===== src/flash_poll_pkg.sv =====
// Shared constants for the flash status-polling host: timing, status bit
// positions, register map and state encodings.
// Assumes a single 125 MHz system clock and an asynchronous parallel flash.
package flash_poll_pkg;

  ////////////////////////////////////////////////////////////////////////////
  // Timing
  localparam int CLK_MHZ = 125;
  localparam int T_ACC_NS = 90;
  localparam int T_DF_NS = 20;
  localparam int T_WP_NS = 50;
  // Least times round up to whole cycles
  localparam int ACC_CYC = (T_ACC_NS * CLK_MHZ + 999) / 1000;
  localparam int DF_CYC = (T_DF_NS * CLK_MHZ + 999) / 1000;
  localparam int WP_CYC = (T_WP_NS * CLK_MHZ + 999) / 1000;
  // Three synchroniser stages plus the agreement filter
  localparam int SYNC_LAT = 4;
  localparam int CNT_W = 8;

  ////////////////////////////////////////////////////////////////////////////
  // Status bit positions on the flash data bus
  localparam int POLL_POS = 7;
  localparam int TOG1_POS = 6;
  localparam int TMO_POS = 5;
  localparam int ETMR_POS = 3;
  localparam int TOG2_POS = 2;

  ////////////////////////////////////////////////////////////////////////////
  // Register map
  localparam logic [7:0] REG_CTRL = 8'h00;
  localparam logic [7:0] REG_ADDR = 8'h04;
  localparam logic [7:0] REG_STATUS = 8'h08;
  localparam logic [7:0] REG_RESULT = 8'h0c;
  localparam logic [7:0] REG_IRQ_STAT = 8'h10;
  localparam logic [7:0] REG_IRQ_MASK = 8'h14;

  localparam int CTRL_START = 0;
  localparam int CTRL_SEL2 = 1;
  localparam int CTRL_CONT = 2;
  localparam int CTRL_RSTCMD = 3;

  localparam int ST_BUSY = 0;
  localparam int ST_RDY = 1;
  localparam int ST_OUT_LO = 2;
  localparam int ST_ERASE_ACT = 4;
  localparam int ST_SECT_SEL = 5;
  localparam int ST_ETMR = 6;
  localparam int ST_POLL = 7;
  localparam int ST_TMO = 8;

  localparam int IRQ_W = 3;
  localparam int IRQ_DONE = 0;
  localparam int IRQ_FAIL = 1;
  localparam int IRQ_LEFT = 2;

  ////////////////////////////////////////////////////////////////////////////
  // Encodings
  typedef enum logic [1:0] {
    OUT_NONE = 2'h0,
    OUT_DONE = 2'h1,
    OUT_FAIL = 2'h2,
    OUT_LEFT = 2'h3
  } outcome_t;

  typedef enum logic [3:0] {
    P_IDLE = 4'h0,
    P_RD1 = 4'h1,
    P_RD2 = 4'h3,
    P_EVAL = 4'h2,
    P_RD3 = 4'h6,
    P_RD4 = 4'h7,
    P_EVAL2 = 4'h5,
    P_ARRAY = 4'h4,
    P_RSTCMD = 4'hc
  } poll_state_t;

  typedef enum logic [1:0] {
    C_IDLE = 2'h0,
    C_ACT = 2'h1,
    C_REC = 2'h3
  } cyc_state_t;

endpackage


===== src/flash_cycle.sv =====
// One read or write cycle on the flash pins, with synchronised pin inputs.
// Assumes the flash answers within the access time and releases the bus
// within the float time after chip and output enable rise.
`timescale 1ns/100ps
module flash_cycle
  import flash_poll_pkg::*;
#(
  parameter int AW = 20,
  parameter int DW = 8
)
(
  input wire logic clk_sys_in,
  input wire logic rstn_in,
  input wire logic rd_go_in,
  input wire logic wr_go_in,
  input wire logic [AW-1:0] addr_in,
  input wire logic [DW-1:0] wdata_in,
  input wire logic [DW-1:0] dq_in,
  input wire logic ready_busy_n_in,
  output logic [AW-1:0] flash_addr_out,
  output logic flash_ce_n_out,
  output logic flash_oe_n_out,
  output logic flash_we_n_out,
  output logic [DW-1:0] dq_out,
  output logic dq_oe_out,
  output logic [DW-1:0] rdata_out,
  output logic ready_out,
  output logic done_out
);

  ////////////////////////////////////////////////////////////////////////////
  // Pin synchronisers: a change counts once stages two and three agree
  logic [DW:0] pin_raw;
  logic [DW:0] s1_reg;
  logic [DW:0] s2_reg;
  logic [DW:0] s3_reg;
  logic [DW:0] filt_reg;

  assign pin_raw = {ready_busy_n_in, dq_in};

  genvar gi;
  generate
    for (gi = 0; gi <= DW; gi++)
    begin : g_sync
      always_ff @(posedge clk_sys_in)
      begin
        if (!rstn_in)
        begin
          s1_reg[gi] <= 1'b1;
          s2_reg[gi] <= 1'b1;
          s3_reg[gi] <= 1'b1;
          filt_reg[gi] <= 1'b1;
        end
        else
        begin
          s1_reg[gi] <= pin_raw[gi];
          s2_reg[gi] <= s1_reg[gi];
          s3_reg[gi] <= s2_reg[gi];
          if (s2_reg[gi] == s3_reg[gi])
            filt_reg[gi] <= s3_reg[gi];
        end
      end
    end
  endgenerate

  always_ff @(posedge clk_sys_in)
  begin
    if (!rstn_in)
      ready_out <= 1'b1;
    else
      ready_out <= filt_reg[DW];
  end

  ////////////////////////////////////////////////////////////////////////////
  // Cycle sequencer
  cyc_state_t cst_reg;
  logic [CNT_W-1:0] cnt_reg;
  logic is_rd_reg;

  always_ff @(posedge clk_sys_in)
  begin
    if (!rstn_in)
    begin
      cst_reg <= C_IDLE;
      cnt_reg <= '0;
      is_rd_reg <= 1'b0;
      flash_addr_out <= '0;
      flash_ce_n_out <= 1'b1;
      flash_oe_n_out <= 1'b1;
      flash_we_n_out <= 1'b1;
      dq_out <= '0;
      dq_oe_out <= 1'b0;
      rdata_out <= '0;
      done_out <= 1'b0;
    end
    else
    begin
      done_out <= 1'b0;
      case (cst_reg)
        C_IDLE:
        begin
          if (rd_go_in)
          begin
            // Sampling waits out the synchroniser so the captured byte is settled
            cst_reg <= C_ACT;
            is_rd_reg <= 1'b1;
            cnt_reg <= CNT_W'(ACC_CYC + SYNC_LAT - 1);
            flash_addr_out <= addr_in;
            flash_ce_n_out <= 1'b0;
            flash_oe_n_out <= 1'b0;
          end
          else if (wr_go_in)
          begin
            cst_reg <= C_ACT;
            is_rd_reg <= 1'b0;
            cnt_reg <= CNT_W'(WP_CYC - 1);
            flash_addr_out <= addr_in;
            dq_out <= wdata_in;
            dq_oe_out <= 1'b1;
            flash_ce_n_out <= 1'b0;
            flash_we_n_out <= 1'b0;
          end
        end
        C_ACT:
        begin
          if (cnt_reg != '0)
            cnt_reg <= cnt_reg - 1'b1;
          else
          begin
            cst_reg <= C_REC;
            cnt_reg <= CNT_W'(DF_CYC - 1);
            flash_ce_n_out <= 1'b1;
            flash_oe_n_out <= 1'b1;
            flash_we_n_out <= 1'b1;
            if (is_rd_reg)
              rdata_out <= filt_reg[DW-1:0];
          end
        end
        C_REC:
        begin
          // Gap lets the flash float its outputs before the next cycle
          if (cnt_reg != '0)
            cnt_reg <= cnt_reg - 1'b1;
          else
          begin
            cst_reg <= C_IDLE;
            dq_oe_out <= 1'b0;
            done_out <= 1'b1;
          end
        end
        default:
          cst_reg <= C_IDLE;
      endcase
    end
  end

endmodule


===== src/flash_poll_host.sv =====
// Host that runs the toggle-bit status check on a parallel flash, with
// a small register file and an interrupt for the outcome.
// Assumes a busy flash at start and no mid-check writes but to irq registers.
`timescale 1ns/100ps

module flash_poll_host
  import flash_poll_pkg::*;
#(
  parameter int AW = 20,
  parameter logic [7:0] RESET_CMD_DATA = 8'hf0
)
(
  input wire logic clk_sys_in,
  input wire logic rstn_in,
  input wire logic [7:0] reg_addr_in,
  input wire logic [31:0] reg_wdata_in,
  input wire logic reg_wr_in,
  input wire logic reg_rd_in,
  output logic [31:0] reg_rdata_out,
  output logic irq_out,
  input wire logic [7:0] dq_in,
  input wire logic ready_busy_n_in,
  output logic [AW-1:0] flash_addr_out,
  output logic flash_ce_n_out,
  output logic flash_oe_n_out,
  output logic flash_we_n_out,
  output logic [7:0] dq_out,
  output logic dq_oe_out
);

  ////////////////////////////////////////////////////////////////////////////
  // Bus cycle engine
  logic rd_go_reg;
  logic wr_go_reg;
  logic [AW-1:0] addr_reg;
  logic [7:0] cyc_rdata;
  logic cyc_done;
  logic ready_sync;
  flash_cycle #(.AW(AW), .DW(8)) u_cycle (
    .clk_sys_in(clk_sys_in), .rstn_in(rstn_in),
    .rd_go_in(rd_go_reg), .wr_go_in(wr_go_reg),
    .addr_in(addr_reg), .wdata_in(RESET_CMD_DATA),
    .dq_in(dq_in), .ready_busy_n_in(ready_busy_n_in),
    .flash_addr_out(flash_addr_out), .flash_ce_n_out(flash_ce_n_out),
    .flash_oe_n_out(flash_oe_n_out), .flash_we_n_out(flash_we_n_out),
    .dq_out(dq_out), .dq_oe_out(dq_oe_out),
    .rdata_out(cyc_rdata), .ready_out(ready_sync),
    .done_out(cyc_done)
  );

  ////////////////////////////////////////////////////////////////////////////
  // Control registers
  logic sel2_reg;
  logic cont_reg;
  logic start_req;
  logic rstcmd_req;
  logic wr_ctrl;
  assign wr_ctrl = reg_wr_in && (reg_addr_in == REG_CTRL);
  assign start_req = wr_ctrl && reg_wdata_in[CTRL_START];
  assign rstcmd_req = wr_ctrl && reg_wdata_in[CTRL_RSTCMD];
  always_ff @(posedge clk_sys_in)
  begin
    if (!rstn_in)
    begin
      sel2_reg <= 1'b0;
      cont_reg <= 1'b0;
      addr_reg <= '0;
    end
    else
    begin
      if (wr_ctrl)
      begin
        sel2_reg <= reg_wdata_in[CTRL_SEL2];
        cont_reg <= reg_wdata_in[CTRL_CONT];
      end
      if (reg_wr_in && (reg_addr_in == REG_ADDR))
        addr_reg <= reg_wdata_in[AW-1:0];
    end
  end

  ////////////////////////////////////////////////////////////////////////////
  // Toggle-bit check sequencer
  poll_state_t state_reg;
  logic [7:0] samp1_reg;
  logic [7:0] samp2_reg;
  logic [7:0] array_reg;
  logic erase_act_reg;
  logic sect_sel_reg;
  logic fail_pend_reg;
  outcome_t outcome_reg;
  logic ev_done_reg;
  logic ev_fail_reg;
  logic ev_left_reg;
  logic tog_a;
  logic tog_b;
  logic toggled;

  // Erase toggle bit is meaningful only at an address in an erasing sector
  assign tog_a = sel2_reg ? samp1_reg[TOG2_POS] : samp1_reg[TOG1_POS];
  assign tog_b = sel2_reg ? samp2_reg[TOG2_POS] : samp2_reg[TOG1_POS];
  assign toggled = tog_a ^ tog_b;

  always_ff @(posedge clk_sys_in)
  begin
    if (!rstn_in)
    begin
      state_reg <= P_IDLE;
      rd_go_reg <= 1'b0;
      wr_go_reg <= 1'b0;
      samp1_reg <= '0;
      samp2_reg <= '0;
      array_reg <= '0;
      erase_act_reg <= 1'b0;
      sect_sel_reg <= 1'b0;
      fail_pend_reg <= 1'b0;
      outcome_reg <= OUT_NONE;
      ev_done_reg <= 1'b0;
      ev_fail_reg <= 1'b0;
      ev_left_reg <= 1'b0;
    end
    else
    begin
      rd_go_reg <= 1'b0;
      wr_go_reg <= 1'b0;
      ev_done_reg <= 1'b0;
      ev_fail_reg <= 1'b0;
      ev_left_reg <= 1'b0;
      case (state_reg)
        P_IDLE:
        begin
          // Every start begins with a fresh double read
          if (start_req)
          begin
            state_reg <= P_RD1;
            rd_go_reg <= 1'b1;
          end
          else if (rstcmd_req)
          begin
            state_reg <= P_RSTCMD;
            wr_go_reg <= 1'b1;
          end
        end
        P_RD1, P_RD3:
        begin
          if (cyc_done)
          begin
            samp1_reg <= cyc_rdata;
            state_reg <= (state_reg == P_RD1) ? P_RD2 : P_RD4;
            rd_go_reg <= 1'b1;
          end
        end
        P_RD2, P_RD4:
        begin
          if (cyc_done)
          begin
            samp2_reg <= cyc_rdata;
            state_reg <= (state_reg == P_RD2) ? P_EVAL : P_EVAL2;
          end
        end
        P_EVAL:
        begin
          // Mode from the first toggle bit, sector from the erase toggle bit
          erase_act_reg <= samp1_reg[TOG1_POS] ^ samp2_reg[TOG1_POS];
          sect_sel_reg <= samp1_reg[TOG2_POS] ^ samp2_reg[TOG2_POS];
          rd_go_reg <= 1'b1;
          if (!toggled)
            state_reg <= P_ARRAY;
          else if (samp2_reg[TMO_POS])
            state_reg <= P_RD3;
          else if (cont_reg)
            state_reg <= P_RD1;
          else
          begin
            rd_go_reg <= 1'b0;
            outcome_reg <= OUT_LEFT;
            ev_left_reg <= 1'b1;
            state_reg <= P_IDLE;
          end
        end
        P_EVAL2:
        begin
          if (!toggled)
          begin
            state_reg <= P_ARRAY;
            rd_go_reg <= 1'b1;
          end
          else
          begin
            // Toggling past the error bit is a failed operation
            state_reg <= P_RSTCMD;
            wr_go_reg <= 1'b1;
            fail_pend_reg <= 1'b1;
          end
        end
        P_ARRAY:
        begin
          if (cyc_done)
          begin
            array_reg <= cyc_rdata;
            outcome_reg <= OUT_DONE;
            ev_done_reg <= 1'b1;
            state_reg <= P_IDLE;
          end
        end
        P_RSTCMD:
        begin
          if (cyc_done)
          begin
            fail_pend_reg <= 1'b0;
            if (fail_pend_reg)
            begin
              outcome_reg <= OUT_FAIL;
              ev_fail_reg <= 1'b1;
            end
            state_reg <= P_IDLE;
          end
        end
        default:
          state_reg <= P_IDLE;
      endcase
    end
  end

  ////////////////////////////////////////////////////////////////////////////
  // Interrupt status and mask
  logic [IRQ_W-1:0] irq_stat_reg;
  logic [IRQ_W-1:0] irq_mask_reg;
  logic [IRQ_W-1:0] irq_clr;
  assign irq_clr = (reg_wr_in && (reg_addr_in == REG_IRQ_STAT)) ?
                   reg_wdata_in[IRQ_W-1:0] : '0;
  always_ff @(posedge clk_sys_in)
  begin
    if (!rstn_in)
    begin
      irq_stat_reg <= '0;
      irq_mask_reg <= '0;
      irq_out <= 1'b0;
    end
    else
    begin
      // A new event beats a clear in the same cycle
      irq_stat_reg <= (irq_stat_reg & ~irq_clr) | {ev_left_reg, ev_fail_reg, ev_done_reg};
      if (reg_wr_in && (reg_addr_in == REG_IRQ_MASK))
        irq_mask_reg <= reg_wdata_in[IRQ_W-1:0];
      irq_out <= |(irq_stat_reg & irq_mask_reg);
    end
  end

  ////////////////////////////////////////////////////////////////////////////
  // Read port
  logic [31:0] rd_mux;
  always_comb
  begin
    rd_mux = '0;
    if (reg_addr_in == REG_CTRL)
      rd_mux[CTRL_CONT:CTRL_SEL2] = {cont_reg, sel2_reg};
    else if (reg_addr_in == REG_ADDR)
      rd_mux[AW-1:0] = addr_reg;
    else if (reg_addr_in == REG_STATUS)
    begin
      rd_mux[ST_BUSY] = (state_reg != P_IDLE);
      rd_mux[ST_RDY] = ready_sync;
      rd_mux[ST_OUT_LO +: 2] = outcome_reg;
      rd_mux[ST_ERASE_ACT] = erase_act_reg;
      rd_mux[ST_SECT_SEL] = sect_sel_reg;
      rd_mux[ST_ETMR] = samp2_reg[ETMR_POS];
      rd_mux[ST_POLL] = samp2_reg[POLL_POS];
      rd_mux[ST_TMO] = samp2_reg[TMO_POS];
    end
    else if (reg_addr_in == REG_RESULT)
      rd_mux[7:0] = array_reg;
    else if (reg_addr_in == REG_IRQ_STAT)
      rd_mux[IRQ_W-1:0] = irq_stat_reg;
    else if (reg_addr_in == REG_IRQ_MASK)
      rd_mux[IRQ_W-1:0] = irq_mask_reg;
  end

  always_ff @(posedge clk_sys_in)
  begin
    if (!rstn_in || !reg_rd_in)
      reg_rdata_out <= '0;
    else
      reg_rdata_out <= rd_mux;
  end

  ////////////////////////////////////////////////////////////////////////////
  // Checks
  a_start_double: assert property (@(posedge clk_sys_in) disable iff (!rstn_in)
    (state_reg == P_IDLE && start_req) |=> (state_reg == P_RD1 && rd_go_reg))
    else $error("start did not begin a double read");
  a_second_read: assert property (@(posedge clk_sys_in) disable iff (!rstn_in)
    (state_reg == P_RD1 && cyc_done) |=> (state_reg == P_RD2 && samp1_reg == $past(cyc_rdata)))
    else $error("first sample not followed by second read");
  a_steady_done: assert property (@(posedge clk_sys_in) disable iff (!rstn_in)
    (state_reg == P_EVAL && !toggled) |=> (state_reg == P_ARRAY) ##1 !ev_fail_reg)
    else $error("steady toggle did not lead to array read");
  a_error_recheck: assert property (@(posedge clk_sys_in) disable iff (!rstn_in)
    (state_reg == P_EVAL && toggled && samp2_reg[TMO_POS]) |=> state_reg == P_RD3)
    else $error("error bit did not trigger recheck");
  a_fail_reset: assert property (@(posedge clk_sys_in) disable iff (!rstn_in)
    (state_reg == P_EVAL2 && toggled) |=> wr_go_reg ##[1:40] ev_fail_reg)
    else $error("failure did not send reset command");
  a_leave_restart: assert property (@(posedge clk_sys_in) disable iff (!rstn_in)
    (state_reg == P_EVAL && toggled && !samp2_reg[TMO_POS]) |=>
    (cont_reg ? state_reg == P_RD1 : (state_reg == P_IDLE && ev_left_reg)))
    else $error("polling did not restart or leave");
  a_mode_flags: assert property (@(posedge clk_sys_in) disable iff (!rstn_in)
    (state_reg == P_EVAL) |=> (erase_act_reg == ($past(samp1_reg[TOG1_POS]) ^
    $past(samp2_reg[TOG1_POS])) && sect_sel_reg == ($past(samp1_reg[TOG2_POS]) ^
    $past(samp2_reg[TOG2_POS]))))
    else $error("mode flags wrong");
  a_irq_level: assert property (@(posedge clk_sys_in) disable iff (!rstn_in)
    (|(irq_stat_reg & irq_mask_reg)) |=> irq_out)
    else $error("interrupt not raised");
  a_read_once: assert property (@(posedge clk_sys_in) disable iff (!rstn_in)
    !reg_rd_in |=> reg_rdata_out == 32'h0)
    else $error("read data held past its cycle");

endmodule


===== config.mk =====
export PLATFORM = sky130hd
export DESIGN_NAME = flash_poll_host
export DESIGN_NICKNAME = d
export VERILOG_FILES = /design/src/flash_poll_pkg.sv /design/src/flash_cycle.sv /design/src/flash_poll_host.sv
export SDC_FILE = /design/constraint.sdc
export NUM_CORES = 1
export LEC_CHECK = 0
export ABC_AREA = 1
export BUFFER_PORTS_ARGS = -buffer_cell sky130_fd_sc_hd__buf_2
export CORE_MARGIN = 2
export CORE_UTILIZATION = 49
export DETAILED_ROUTE_END_ITERATION = 10
export PLACE_DENSITY = 0.79
export SYNTH_ARGS = -nofsm -noshare
export SYNTH_HDL_FRONTEND = slang
export SYNTH_SLANG_ARGS = --single-unit

===== constraint.sdc =====
create_clock -name clk_sys_in -period 1.4 [get_ports clk_sys_in]
set_input_delay 0.21 -clock clk_sys_in [delete_from_list [all_inputs] [get_ports clk_sys_in]]
set_output_delay 0.21 -clock clk_sys_in [all_outputs]
set_load 0.1 [all_outputs]

# ---- Yosys cells after proc, flatten, opt, wreduce, memory -nomap -nowiden
# Cells that the tools add are included.
dict set report word_totals {
  elab_cells 244
  out_inout_bits 65
  reg_bits 180
  inputBits 53
}
dict set report classes {
  mux 72
  n_reduce_logical 45
  eq_ne 42
  add_sub_neg 1
  bitwise_logic 13
}
# operator n
set op_table {}
lappend op_table {{20-bit two-way mux} 2}
lappend op_table {{8-bit two-way mux} 5}
lappend op_table {{1-bit two-way mux} 27}
lappend op_table {{3-bit two-way mux} 8}
lappend op_table {{4-bit two-way mux} 6}
lappend op_table {{4-bit case mux with 6 select lines} 1}
lappend op_table {{8-bit case mux with 3 select lines} 1}
lappend op_table {{3-bit AND reduction} 8}
lappend op_table {{2-bit two-way mux} 11}
lappend op_table {{2-bit != test, second input constant} 10}
lappend op_table {{4-bit by 3-bit == test with 1-bit output, second input constant} 4}
lappend op_table {{8-bit by 4-bit == test with 1-bit output, second input constant} 2}
lappend op_table {{8-bit by 5-bit == test with 1-bit output, second input constant} 2}
lappend op_table {{2-bit by 1-bit != test with 1-bit output, second input constant} 6}
lappend op_table {{1-bit case mux with 2 select lines} 6}
lappend op_table {{2-bit case mux with 3 select lines} 2}
lappend op_table {{2-bit AND reduction} 6}
lappend op_table {{4-bit AND reduction} 3}
lappend op_table {{1-bit == test} 9}
lappend op_table {{9-bit two-way mux} 1}
lappend op_table {{4-bit by 2-bit == test with 1-bit output, second input constant} 2}
lappend op_table {{8-bit by 3-bit == test with 1-bit output, second input constant} 1}
lappend op_table {{8-bit zero test} 1}
lappend op_table {{2-bit nonzero test} 4}
lappend op_table {{other kinds (25)} 45}

# ---- Logic depth before layout (Yosys ltp)
dict set report logic_depth {
  ltp_word 7
  depth_mapped 10
  depth_no_buf 10
}

# ---- Modules after synthesis
# From an unflattened synthesis, not the netlist that was laid out.
dict set report hier_totals {
  cells_unflattened 810
  area_unflattened_um2 6372.4
}
# mod n_inst cells_each area_per_inst_um2
set modules_own_cells {}
lappend modules_own_cells {flash_poll_host 1 445 3304.4}
lappend modules_own_cells {flash_cycle 1 365 3067.9}

# ---- Worst setup path after synthesis
# Ideal clock, no wire load.
dict set report synth_timing {
  path_kind {register to output}
  start {register, netlist name u_cycle.dq_out[4]}
  end {output dq_out[5]}
  n_path_buf 1
  setup_slack_ns -0.220
  arrival_time_ns 1.410
  required_time_ns 1.190
  stages_incl_launch_ff 2
  path_cell_list {dfxtp_1 -> buf_4}
}
# element line
set synth_rtl {}
lappend synth_rtl {{to (decl)} flash_poll_host.sv:27} ;# output logic [7:0] dq_out,

# ---- Worst setup path after layout
dict set report layout_timing {
  start {register u_cycle.cnt_reg[1]}
  end {register u_cycle.rdata_out[2]}
}
dict set report layout_via {
  elab_chain_cells 3
}
# element line
set layout_lines {}
lappend layout_lines {{from (decl)} flash_cycle.sv:77} ;# logic [CNT_W-1:0] cnt_reg;
lappend layout_lines {{from (signal assigned)} flash_cycle.sv:107} ;# cnt_reg <= CNT_W'(ACC_CYC + SYNC_LAT - 1);
lappend layout_lines {{from (signal assigned)} flash_cycle.sv:116} ;# cnt_reg <= CNT_W'(WP_CYC - 1);
lappend layout_lines {{from (signal assigned)} flash_cycle.sv:127} ;# cnt_reg <= cnt_reg - 1'b1;
lappend layout_lines {{8-bit nonzero test} flash_cycle.sv:126} ;# if (cnt_reg != '0)
lappend layout_lines {{1-bit inverter (no source line)} -}
lappend layout_lines {{3-bit AND reduction (no source line)} -}
lappend layout_lines {{to (signal assigned)} flash_cycle.sv:136} ;# rdata_out <= filt_reg[DW-1:0];
lappend layout_lines {{to (decl)} flash_cycle.sv:26} ;# output logic [DW-1:0] rdata_out,
# No other way between the ends.
# A chain may end at the register's enable or synchronous reset.

==> impl_metrics.env <==
export IMPL_critPathMaxFanout=9
export IMPL_holdWs_ns=0.0197
export IMPL_clock_root_buffer="clkbuf_16"
export IMPL_drv_slew=0
export IMPL_avgSynthCellArea_um2=8.00
export IMPL_final_nets=958
export IMPL_vias_per_cell=4.91
export IMPL_dieHeight_um=116
export IMPL_die_w_um=116
export IMPL_insertion_delay_ns=0.43
export IMPL_ant_nets=0
export IMPL_critPathCaptureType="flip-flop"
export IMPL_grt_antenna_before_repair=0
export IMPL_combPwrFrac_pct=28.7
export IMPL_synth_top_cells_by_count="160 x dfxtp_1, 113 x nand2_1, 87 x o21ai_0"
export IMPL_hold_viol_final=0
export IMPL_synth_edff_count=0
export IMPL_timing_rr_start="u_cycle.cnt_reg[1]$_SDFFE_PN0P_"
export IMPL_ys_types=38
export IMPL_yosysMostFrequentCell="dfxtp_1"
export IMPL_dpl_cell_area_mm2=0.00695
export IMPL_p_clk_share_pct=33.3
export IMPL_grtUsageTotal_pct=20.4
export IMPL_synthTopCellsByArea="dfxtp_1 52%, o21ai_0 7.1%, a21oi_1 7.0%"
export IMPL_grt_pass1_vias=4776
export IMPL_critPathLaunch="u_cycle.cnt_reg[1]$_SDFFE_PN0P_"
export IMPL_p_leak_uw=0.00351
export IMPL_coreArea_mm2=0.0121
export IMPL_areaGrowthSynthToFinish_pct=28.8
export IMPL_finalCritPeriodShare_pct=98.7
export IMPL_power_switching_uw=4740
export IMPL_clockBufferDepth=2
export IMPL_internal_power_uw=8600
export IMPL_io_buffers=89
export IMPL_p_per_area_mw_per_mm2=1690
export IMPL_grt_pass1_wl_mm=21.7
export IMPL_synthesis_area_mm2=0.00614
export IMPL_drt_iter0_drc=482
export IMPL_fp_dieArea_mm2=0.0134
export IMPL_num_rows=40
export IMPL_worst_endpoint_required_ns=1.71
export IMPL_ys_ff_latch=160
export IMPL_cts_buffers_inserted=17
export IMPL_grt_max_degree=65
export IMPL_h_tree_depth=4
export IMPL_cap_viol_max_count=0
export IMPL_routabilityCongestion=0.915
export IMPL_hpwl_mm=8.99
export IMPL_seqPwrFrac_pct=37.9
export IMPL_clock_fmax_ghz=0.724
export IMPL_drtPass1Iterations=5
export IMPL_post_drt_wl_per_cell_um=12.5
export IMPL_wl_mm=13.6
export IMPL_antenna_cells=0
export IMPL_min_delay_path_depth=3
export IMPL_cts_sinks=160
export IMPL_final_area_mm2=0.00790
export IMPL_drcViolationCount=0
export IMPL_power_total_uw=13300
export IMPL_grt_ovfl_total=0
export IMPL_startpoint_type="flip-flop"
export IMPL_skew_ns=0.0104
export IMPL_yosys_warnings=0
export IMPL_rsz0062_at_grt="true"
export IMPL_hold_path_class="input pin to flip-flop"
export IMPL_rrSetupSlack_ns=0.02
export IMPL_swShare_pct=35.5
export IMPL_endpoint="u_cycle.rdata_out[2]$_SDFFE_PN0P_"
export IMPL_yosysSeqAreaShare_pct=52.2
export IMPL_synth_top_cell_by_area="dfxtp_1"
export IMPL_r2r_cells=8
export IMPL_path_class="flip-flop to flip-flop"
export IMPL_outcome="completed"
export IMPL_yosysTopAreaCellShare_pct=52.2
export IMPL_start_util_pct=50.7
export IMPL_drive_gt1_share_pct=28.5
export IMPL_cts_tree="yes"
export IMPL_ir_worst_vdd_mv=0.819
export IMPL_synth_ff_type="dfxtp_1"
export IMPL_async_reset_ff_share_pct=0
export IMPL_regToRegEndpoint="u_cycle.rdata_out[2]$_SDFFE_PN0P_"
export IMPL_clkTransAtPathRegs_ns=0.07
export IMPL_ios=118
export IMPL_post_route_min_period_ns=1.38
export IMPL_arrival_ns=1.69
export IMPL_syn_inst=767
export IMPL_vias=5327
export IMPL_setup_violations_final=0
cell families (layout without fill, tap and decap cells):
group,after synthesis,count (layout),synth area share (%)
AO/OA/AOI/OAI,193,193,16.3
XOR/XNOR,1,1,0.143
adder cells (fa/ha/maj),1,1,0.204
buffers and inverters,127,262,9.56
flip-flops,160,160,52.2
other,1,16,0.0611
AND/OR/NAND/NOR,284,284,21.5
power by group through the flow:
stage | clock network, µW | registers (µW) | logic (µW)
finish | 4450 | 5060 | 3840
global route | 4720 | 5100 | 4130
CTS | 4500 | 5040 | 3570
detailed placement | 0 | 5120 | 3330
global placement | 0 | 5120 | 3280
floorplan | 0 | 5830 | 1670
critical path, cell delays in order, from the launching register on:
cell and delay (ns):
dfxtp_2 0.33, inv_2 0.07, ha_4 0.15, nand2_4 0.05, nor2_4 0.16, nand3_4 0.12
buf_6 0.16, o21ai_0 0.14, a21oi_1 0.08
what timing repair did:
action,CTS,global route
endpoints found under the hold margin,9,0
hold buffers,9,0
gates resized for setup,34,49
gates cloned,0,1
pin swaps,6,5
setup endpoints to repair,31,73
setup buffers,4,4
cell usage in the layout (no fill, tap or decap), drive strengths merged:
master       Yosys  routed
conb             1      16
nand4            7       7
clkbuf          16      39
xnor2            1       1
clkinvlp         0       1
inv             80      91
or2             28      28
o21ai           95      95
nand2          118     118
o211ai           6       6
ha               1       1
a21oi           88      88
buf             30     119
o21bai           1       1
nor4             2       2
dfxtp          160     160
nor2            91      91
clkinv           1       3
and3             1       1
dlygate4sd3      0       9
a31oi            3       3
nand3           31      31
nor3             6       6
cell type report:
class                      instances  area, µm²
sequential                       160       3210
tap                              168        210
fill                             985       4210
clock inverter                    14        135
inverter                          81        307
timing repair buffer             149       1080
clock buffer                      18        439
multi-input combinational        495       2520
worst min-delay path by stage:
stage	startpoint	end	slack [ns]
2_1_floorplan	dq_in[0]	u_cycle.s1_reg[0]$_SDFF_PN1_	0.32
3_3_place_gp	u_cycle.s1_reg[1]$_SDFF_PN1_	u_cycle.s2_reg[1]$_SDFF_PN1_	0.39
3_5_place_dp	dq_in[2]	u_cycle.s1_reg[2]$_SDFF_PN1_	0.40
4_1_cts	reg_wdata_in[7]	addr_reg[7]$_SDFFE_PN0P_	0.008
5_1_grt	reg_wdata_in[5]	addr_reg[5]$_SDFFE_PN0P_	0.02
6_report	reg_wdata_in[8]	addr_reg[8]$_SDFFE_PN0P_	0.02
metal layers:
layer | global-route usage [%] | wire length [µm]
met1 | 25.9 | 6050
met2 | 33.3 | 6510
met3 | 4.60 | 699
met4 | 9.05 | 359
met5 | 0 | 0
stage by stage:
stage          std cells  utilization [%]  setup WS (ns)  TNS [ns]
6_report            1085             65.3         0.0181         0
5_1_grt             1085             65.3        -0.0709    -0.638
4_1_cts             1080             63.7        -0.0278   -0.0940
3_5_place_dp        1036             57.4         -0.103    -0.816
3_3_place_gp        1036             57.4        -0.0214    -0.108
2_1_floorplan        782                -         0.0216         0
Note: power is estimated with default switching activity, not from simulation.
